## src/rtl/usdp_defs.vh

```
// Offsets, field positions, reset values and depths of the shadow data port
`ifndef USDP_DEFS_VH
`define USDP_DEFS_VH
`define USDP_ADDR_W 32
`define USDP_OFS_DATA 32'h5000114C
`define USDP_OFS_CTRL 32'h50001180
`define USDP_OFS_STAT 32'h50001184
`define USDP_OFS_ISTAT 32'h50001188
`define USDP_OFS_IMASK 32'h5000118C
`define USDP_OFS_RXSIDE 32'h50001190
`define USDP_OFS_TXPOP 32'h50001194
`define USDP_CTRL_FIFO_EN 0
`define USDP_CTRL_IR_MODE 1
`define USDP_STAT_DR 0
`define USDP_STAT_OE 1
`define USDP_STAT_TX_HOLDING_EMPTY_FLAG 5
`define USDP_STAT_TFULL 6
`define USDP_STAT_RFULL 7
`define USDP_EV_OE 0
`define USDP_EV_RXDATA 1
`define USDP_EV_TX_HOLDING_EMPTY_FLAG 2
`define USDP_EV_W 3
`define USDP_DATA_RST 8'h00
`define USDP_FIFO_DEPTH 16
`define USDP_FIFO_AW 4
`endif

```

## src/rtl/usdp_top.v

```verilog
// Shadow receive/transmit data port of a UART with register slave and interrupt
//
// Implementation choice: the plain strobed port.
`timescale 1ns/1ps
`include "usdp_defs.vh"
module usdp_top #(
	parameter DEPTH = `USDP_FIFO_DEPTH,
	parameter AW = `USDP_FIFO_AW
) (
	// Clock and reset
	input wire core_clk,
	input wire rst,
	// Register port
	input wire [31:0] reg_addr,
	input wire [31:0] reg_wdata,
	input wire reg_wr,
	input wire reg_rd,
	output reg [31:0] reg_rdata,
	// Receiver side: characters from the deserialiser
	input wire rx_char_valid,
	input wire [7:0] rx_char_uart,
	input wire [7:0] rx_char_ir,
	// Transmitter side: serialiser takes a character
	input wire tx_char_take,
	output reg tx_char_valid,
	output reg [7:0] tx_char,
	output reg tx_ir_sel,
	// Status and interrupt
	output reg rx_data_ready_flag,
	output reg tx_holding_empty_flag,
	output reg irq
);
	// Control and status
	reg fifo_en_ff;
	reg ir_mode_ff;
	reg overrun_ff;
	reg [`USDP_EV_W-1:0] istat_ff;
	reg [`USDP_EV_W-1:0] imask_ff;
	// Non-FIFO holding registers
	reg [7:0] rx_hold_ff;
	reg rx_hold_vld_ff;
	reg [7:0] tx_hold_ff;
	reg tx_hold_vld_ff;
	// Decoded accesses
	wire hit_data;
	wire rd_data;
	wire wr_data;
	wire wr_ctrl;
	wire wr_istat;
	wire wr_imask;
	wire [7:0] rx_sel;
	wire fifo_mode_change;
	// FIFO wiring
	wire [7:0] rxf_head;
	wire rxf_empty;
	wire rxf_full;
	wire [7:0] txf_head;
	wire txf_empty;
	wire txf_full;
	wire rx_ready;
	wire tx_ready;
	wire [7:0] rx_head;
	wire [7:0] tx_head;
	wire ev_overrun;
	wire ev_rxdata;
	wire ev_tx_holding_empty_flag;
	wire tx_holding_empty_flag_now;
	wire [`USDP_EV_W-1:0] events;
	reg [31:0] nxt_rdata;

	// Register decode
	assign hit_data = (reg_addr == `USDP_OFS_DATA);
	assign rd_data = reg_rd & hit_data;
	assign wr_data = reg_wr & hit_data;
	assign wr_ctrl = reg_wr & (reg_addr == `USDP_OFS_CTRL);
	assign wr_istat = reg_wr & (reg_addr == `USDP_OFS_ISTAT);
	assign wr_imask = reg_wr & (reg_addr == `USDP_OFS_IMASK);
	assign fifo_mode_change = wr_ctrl & (reg_wdata[`USDP_CTRL_FIFO_EN] != fifo_en_ff);

	// Receive source follows the selected mode
	assign rx_sel = ir_mode_ff ? rx_char_ir : rx_char_uart;

	// Receive FIFO, pushed only in FIFO mode, popped by a data read
	usdp_fifo #(
		.DEPTH(DEPTH),
		.AW(AW)
	) u_rxf (
		.core_clk(core_clk),
		.rst(rst),
		.clr(fifo_mode_change),
		.push(fifo_en_ff & rx_char_valid),
		.push_data(rx_sel),
		.pop(fifo_en_ff & rd_data),
		.head(rxf_head),
		.empty(rxf_empty),
		.full(rxf_full)
	);

	// Transmit FIFO, pushed by a data write, popped by the serialiser
	usdp_fifo #(
		.DEPTH(DEPTH),
		.AW(AW)
	) u_txf (
		.core_clk(core_clk),
		.rst(rst),
		.clr(fifo_mode_change),
		.push(fifo_en_ff & wr_data),
		.push_data(reg_wdata[7:0]),
		.pop(fifo_en_ff & tx_char_take),
		.head(txf_head),
		.empty(txf_empty),
		.full(txf_full)
	);

	// Mode-dependent views
	assign rx_ready = fifo_en_ff ? ~rxf_empty : rx_hold_vld_ff;
	assign rx_head = fifo_en_ff ? rxf_head : rx_hold_ff;
	assign tx_ready = fifo_en_ff ? ~txf_empty : tx_hold_vld_ff;
	assign tx_head = fifo_en_ff ? txf_head : tx_hold_ff;
	assign tx_holding_empty_flag_now = fifo_en_ff ? txf_empty : ~tx_hold_vld_ff;

	// Events
	assign ev_overrun = rx_char_valid & (fifo_en_ff ? (rxf_full & ~rd_data)
		: (rx_hold_vld_ff & ~rd_data));
	assign ev_rxdata = rx_char_valid;
	assign ev_tx_holding_empty_flag = tx_holding_empty_flag_now & ~tx_holding_empty_flag;
	assign events = {ev_tx_holding_empty_flag, ev_rxdata, ev_overrun};

	// Control register
	always @(posedge core_clk) begin
		if (rst) begin
			fifo_en_ff <= 1'b0;
			ir_mode_ff <= 1'b0;
		end else if (wr_ctrl) begin
			fifo_en_ff <= reg_wdata[`USDP_CTRL_FIFO_EN];
			ir_mode_ff <= reg_wdata[`USDP_CTRL_IR_MODE];
		end
	end

	// Non-FIFO receive holding register
	always @(posedge core_clk) begin
		if (rst) begin
			rx_hold_ff <= `USDP_DATA_RST;
			rx_hold_vld_ff <= 1'b0;
		end else if (fifo_mode_change | fifo_en_ff) begin
			rx_hold_vld_ff <= 1'b0;
		end else if (rx_char_valid) begin
			rx_hold_ff <= rx_sel;
			rx_hold_vld_ff <= 1'b1;
		end else if (rd_data) begin
			rx_hold_vld_ff <= 1'b0;
		end
	end

	// Non-FIFO transmit holding register
	always @(posedge core_clk) begin
		if (rst) begin
			tx_hold_ff <= `USDP_DATA_RST;
			tx_hold_vld_ff <= 1'b0;
		end else if (fifo_mode_change | fifo_en_ff) begin
			tx_hold_vld_ff <= 1'b0;
		end else if (wr_data) begin
			tx_hold_ff <= reg_wdata[7:0];
			tx_hold_vld_ff <= 1'b1;
		end else if (tx_char_take) begin
			tx_hold_vld_ff <= 1'b0;
		end
	end

	// Sticky overrun, cleared by reading the status register
	always @(posedge core_clk) begin
		if (rst) begin
			overrun_ff <= 1'b0;
		end else if (ev_overrun) begin
			overrun_ff <= 1'b1;
		end else if (reg_rd & (reg_addr == `USDP_OFS_STAT)) begin
			overrun_ff <= 1'b0;
		end
	end

	// Interrupt status, mask and output; set wins over clear
	always @(posedge core_clk) begin
		if (rst) begin
			istat_ff <= {`USDP_EV_W{1'b0}};
			imask_ff <= {`USDP_EV_W{1'b0}};
			irq <= 1'b0;
		end else begin
			istat_ff <= (istat_ff & ~(wr_istat ? reg_wdata[`USDP_EV_W-1:0]
				: {`USDP_EV_W{1'b0}})) | events;
			if (wr_imask) begin
				imask_ff <= reg_wdata[`USDP_EV_W-1:0];
			end
			irq <= |(istat_ff & imask_ff);
		end
	end

	// Registered status and transmit outputs
	always @(posedge core_clk) begin
		if (rst) begin
			rx_data_ready_flag <= 1'b0;
			tx_holding_empty_flag <= 1'b1;
			tx_char_valid <= 1'b0;
			tx_char <= `USDP_DATA_RST;
			tx_ir_sel <= 1'b0;
		end else begin
			rx_data_ready_flag <= rx_ready;
			tx_holding_empty_flag <= tx_holding_empty_flag_now;
			tx_char_valid <= tx_ready;
			tx_char <= tx_head;
			tx_ir_sel <= ir_mode_ff;
		end
	end

	// Read mux
	always @* begin
		nxt_rdata = 32'h00000000;
		case (reg_addr)
			`USDP_OFS_DATA: nxt_rdata[7:0] = rx_head;
			`USDP_OFS_CTRL: begin
				nxt_rdata[`USDP_CTRL_FIFO_EN] = fifo_en_ff;
				nxt_rdata[`USDP_CTRL_IR_MODE] = ir_mode_ff;
			end
			`USDP_OFS_STAT: begin
				nxt_rdata[`USDP_STAT_DR] = rx_ready;
				nxt_rdata[`USDP_STAT_OE] = overrun_ff;
				nxt_rdata[`USDP_STAT_TX_HOLDING_EMPTY_FLAG] = tx_holding_empty_flag_now;
				nxt_rdata[`USDP_STAT_TFULL] = txf_full;
				nxt_rdata[`USDP_STAT_RFULL] = rxf_full;
			end
			`USDP_OFS_ISTAT: nxt_rdata[`USDP_EV_W-1:0] = istat_ff;
			`USDP_OFS_IMASK: nxt_rdata[`USDP_EV_W-1:0] = imask_ff;
			default: nxt_rdata = 32'h00000000;
		endcase
	end

	// Read data valid only in the cycle after the strobe
	always @(posedge core_clk) begin
		if (rst) begin
			reg_rdata <= 32'h00000000;
		end else if (reg_rd) begin
			reg_rdata <= nxt_rdata;
		end else begin
			reg_rdata <= 32'h00000000;
		end
	end
endmodule // usdp_top

```

## src/rtl/usdp_fifo.v

```verilog
// Byte FIFO with honest full and empty flags
`timescale 1ns/1ps
`include "usdp_defs.vh"
module usdp_fifo #(
	parameter DEPTH = `USDP_FIFO_DEPTH,
	parameter AW = `USDP_FIFO_AW
) (
	// Clock and reset
	input wire core_clk,
	input wire rst,
	// Control
	input wire clr,
	input wire push,
	input wire [7:0] push_data,
	input wire pop,
	// Status
	output wire [7:0] head,
	output wire empty,
	output wire full
);
	reg [7:0] mem_ff [0:DEPTH-1];
	reg [AW-1:0] wp_ff;
	reg [AW-1:0] rp_ff;
	reg [AW:0] cnt_ff;
	wire do_push;
	wire do_pop;
	localparam integer DEPTH_I = DEPTH;
	localparam integer LAST_I = DEPTH - 1;
	// Depth and last index cut to the count and pointer widths on purpose
	localparam [AW:0] DEPTH_C = DEPTH_I[AW:0];
	localparam [AW-1:0] LAST = LAST_I[AW-1:0];

	// Push refused when full, pop refused when empty
	assign empty = (cnt_ff == {(AW+1){1'b0}});
	assign full = (cnt_ff == DEPTH_C);
	assign do_push = push & ~full;
	assign do_pop = pop & ~empty;
	assign head = mem_ff[rp_ff];

	// Storage
	always @(posedge core_clk) begin
		if (do_push) begin
			mem_ff[wp_ff] <= push_data;
		end
	end

	// Pointers and count
	always @(posedge core_clk) begin
		if (rst | clr) begin
			wp_ff <= {AW{1'b0}};
			rp_ff <= {AW{1'b0}};
			cnt_ff <= {(AW+1){1'b0}};
		end else begin
			if (do_push) begin
				wp_ff <= (wp_ff == LAST) ? {AW{1'b0}} : wp_ff + 1'b1;
			end
			if (do_pop) begin
				rp_ff <= (rp_ff == LAST) ? {AW{1'b0}} : rp_ff + 1'b1;
			end
			if (do_push & ~do_pop) begin
				cnt_ff <= cnt_ff + 1'b1;
			end else if (do_pop & ~do_push) begin
				cnt_ff <= cnt_ff - 1'b1;
			end
		end
	end
endmodule // usdp_fifo

```

## config.mk

```make
export PLATFORM = sky130hd
export DESIGN_NAME = usdp_top
export DESIGN_NICKNAME = d
export VERILOG_FILES = /design/src/rtl/usdp_top.v /design/src/rtl/usdp_fifo.v
export VERILOG_INCLUDE_DIRS = /design/src /design/src/rtl
export SDC_FILE = /design/constraint.sdc
export NUM_CORES = 1
export LEC_CHECK = 0
export BUFFER_PORTS_ARGS = -buffer_cell sky130_fd_sc_hd__clkbuf_2
export CAP_MARGIN = 0
export CORE_ASPECT_RATIO = 1.75
export CORE_MARGIN = 2
export CORE_UTILIZATION = 64
export CTS_CLUSTER_SIZE = 28
export DETAILED_ROUTE_END_ITERATION = 12
export PLACE_DENSITY = 0.85
export SYNTH_ARGS = -nofsm -noshare
export SYNTH_HDL_FRONTEND = slang
export SYNTH_SLANG_ARGS = --single-unit
```

## constraint.sdc

```tcl
create_clock -name core_clk -period 10.3 [get_ports core_clk]
set_clock_uncertainty 0.2 [all_clocks]
set_input_delay 1.545 -clock core_clk [delete_from_list [all_inputs] [get_ports core_clk]]
set_output_delay 1.545 -clock core_clk [all_outputs]
set_load 0.01 [all_outputs]
```

==> results.yml <==
yosys:
  yosysSeqAreaShare: 0.668
  syn_avg_cell_area_um2: 15.7
  synth-edff-count: 256
  ys_ff_latch: 338
  yosys_warnings: 0
  synth.cell_area_mm2: 0.0140
  ys_types: 60
  synth-main-ff-cell: "edfxtp_1"
  syn_inst: 889
  synthArstFlopShare: 0
cts:
  cts_made_buffers: 28
  cts_tree: "built"
  path_clk_slew_ns: 0.07
  ctsResizeCount: 0
  cts_root_buf: "clkbuf_16"
  clk_latency_ns: 0.55
  hold_buffers: 0
  clock_sinks: 338
  post-cts-setup-buffers: 0
  clock_path_buffers: 3
  h-tree-depth: 1
setup_path:
  crit_top_cell: "a21oi_1"
  reg2reg_depth: 11
  crit_fanout: 17
  crit_family: "simple AND/OR/NAND/NOR gates"
  cpMaxStageDelayCell: "nand3_1"
  worst_setup_path_end_kind: "flop"
  worstPathCellList: "clkbuf_2, nor4b_1, nand3_1, nor4_4, and3_1, ha_1, inv_1, fa_1, a21o_1, a21oi_1, xnor2_1, or3_1, a21oi_1"
  critPathBufInv: 2
  critPathArrivalTime_ns: 5.72
  cp-start-kind: "input port"
  worstPathRequired_ns: 10.57
  crit_cells: 13
  critPathKind: "in2reg"
  worst_path_largest_cell_delay_ns: 0.71
sta:
  clock.fmax_mhz: 183
  fin_crit_ns: 5.46
  fin_crit_sh: 0.530
  final_max_slew_viol_count: 0
  slew_headroom: 0.0818
  rsz0062_at_grt: "no"
  setup_viol: 0
  whs_ns: 0.273
  worst_pin_slew_ns: 1.37
  finalSetupTns_ns: 0
  hold_viol: 0
floorplanning:
  die_height_um: 199
  initial_core_util: 0.650
  die-area_mm2: 0.0231
  coreArea_mm2: 0.0215
  die_w_um: 116
  rows: 71
  io_pins: 131
grt:
  grt_pass1_vias: 8051
  grt-ovfl-total: 0
  grt_pass1_wl_um: 44700
  gr-usage-all-layers: 0.264
  antenna_found_initial: 1
  grt_max_degree: 33
routing:
  wl_per_cell_um: 23.4
  dr.pass1.iters: 7
  drc: 0
  drtIter0Drc: 715
  postRouteAntennaNets: 0
  viasPerCell: 6.19
  drt_wl_total_um: 29800
  vias: 7880
min_path:
  hp-class: "reg2reg"
  min_path_cells: 2
power:
  p_leak_uw: 0.00525
  swShare: 0.194
  p_int_uw: 2100
  combPwrFrac: 0.022
  power_density_mw_per_mm2: 169
  p_sw_uw: 507
  clockPowerShare: 0.416
  ir_drop_mv: 0.167
  pwr-share-seq: 0.562
finish:
  syn_to_final_growth_pct: 10.4
  fill_cells: 1350
  drive_above_1_share: 0.234
  nNetsFinal: 1064
  final_common_cell: "edfxtp_1"
  fin_cells: 1272
  regArea_mm2: 0.00933
  multiInputGateArea_mm2: 0.00425
  post-route-util: 0.717
  mostFrequentLayoutCells: "256 x edfxtp_1, 82 x clkbuf_2, 80 x dfxtp_1"
placement:
  hpwl_um: 20100
  port_buffers: 82
  place_congestion: 0.881
  dp_cells: 1219
run:
  maxCapViolations: 0
outcome:
  status: "finished clean"
-- per-stage QoR --
stage,setup WS [ns],total power (uW),instance area [um2]
global route,4.39,2670,15400
global placement,4.46,1550,14500
finish,4.84,2610,15400
CTS,4.92,2620,15400
floorplan,5.59,1530,14100
detailed placement,4.38,1550,14500
-- path summary, 6_finish.rpt --
path,startpoint,to,slack (ns)
hold / removal,rx_hold_ff[1],rx_hold_ff[1],0.27
hold reg to reg,rx_hold_ff[1],rx_hold_ff[1],0.27
setup / recovery,reg_addr[26],u_txf.cnt_ff[4],4.84
setup reg to reg,fifo_en_ff,u_txf.cnt_ff[4],5.88
-- cell usage after synthesis, types with 3 or more instances --
master    instances  area, um2
a211oi_1          6       45.0
nand4_1           6       37.5
o21ai_0           6       30.0
a22oi_1          25        188
xor2_1            6       52.6
nor4b_1           3       26.3
a21o_1            7       52.6
ha_1             19        238
and3_1           19        119
o221ai_1          4       35.0
xnor2_1           6       52.6
a21oi_1          32        160
nand3_1          31        155
a31o_2           11       96.3
nor2b_1          10       62.6
nor2_1           72        270
mux2i_1          25        250
mux2_2           10        113
inv_1            20       75.1
nand2_1          36        135
clkbuf_1         23       86.3
dfxtp_1          82       1640
buf_4            31        233
a31oi_1           4       25.0
nor4_1            6       37.5
nor3_1            7       35.0
mux4_2           65       1460
nor4_4            3       63.8
edfxtp_1        256       7690
buf_2             8       40.0
buf_1             9       33.8
-- area by class of cell --
class,instances,share of cell area
clock inverters,13,0.0122
diodes,1,0.000162
flip-flops and latches,338,0.605
inverters,20,0.00487
repair buffers,87,0.0290
well taps,292,0.0237
multi-input cells,482,0.276
clock buffers,39,0.0494
-- worst min-delay path: cells and delay by family (launching register included) --
kind / cells / cell delay (ns)
buffers and inverters: 1 / 0.07
AOI/OAI and AO/OA: 1 / 0.06
DFF: 1 / 0.30
-- routing by layer --
metal	wire, um	part of all wire	vias to the layer above	track usage
met2	16700	0.56	349	0.495
met1	9690	0.32	3899	0.276
met5	0	0	-	0
met4	1790	0.060	0	0.149
li1	-	-	3538	-
met3	1640	0.055	94	0.0367
-- state kept, by name (all words and copies together), names as in the netlist, 3 cells and up, named ones only --
register,flops
u_rxf.cnt_ff,5
rx_hold_ff,8
istat_ff,3
u_txf.rp_ff,4
u_rxf.mem_ff,128
u_rxf.wp_ff,4
imask_ff,3
tx_char,8
reg_rdata,8
u_txf.wp_ff,4
tx_hold_ff,8
u_txf.mem_ff,128
u_rxf.rp_ff,4
u_txf.cnt_ff,5
-- power by group through the flow --
stage | clock, uW | sequential [uW] | combinational, uW
CTS | 1100 | 1470 | 58.0
detailed placement | 0 | 1500 | 57.2
global placement | 0 | 1500 | 54.4
floorplan | 0 | 1500 | 34.0
finish | 1090 | 1470 | 58.4
global route | 1140 | 1470 | 63.5
-- cells by family after synthesis --
family	synth area share
AOI/OAI and AO/OA	0.0549
xor gates and xnor gates	0.00752
adders and majority gates	0.0199
buffers and inverters	0.0343
DFF	0.668
muxes	0.131
other	0.000268
and+or+nand+nor	0.0847
Power figures use the tool's default switching activity.
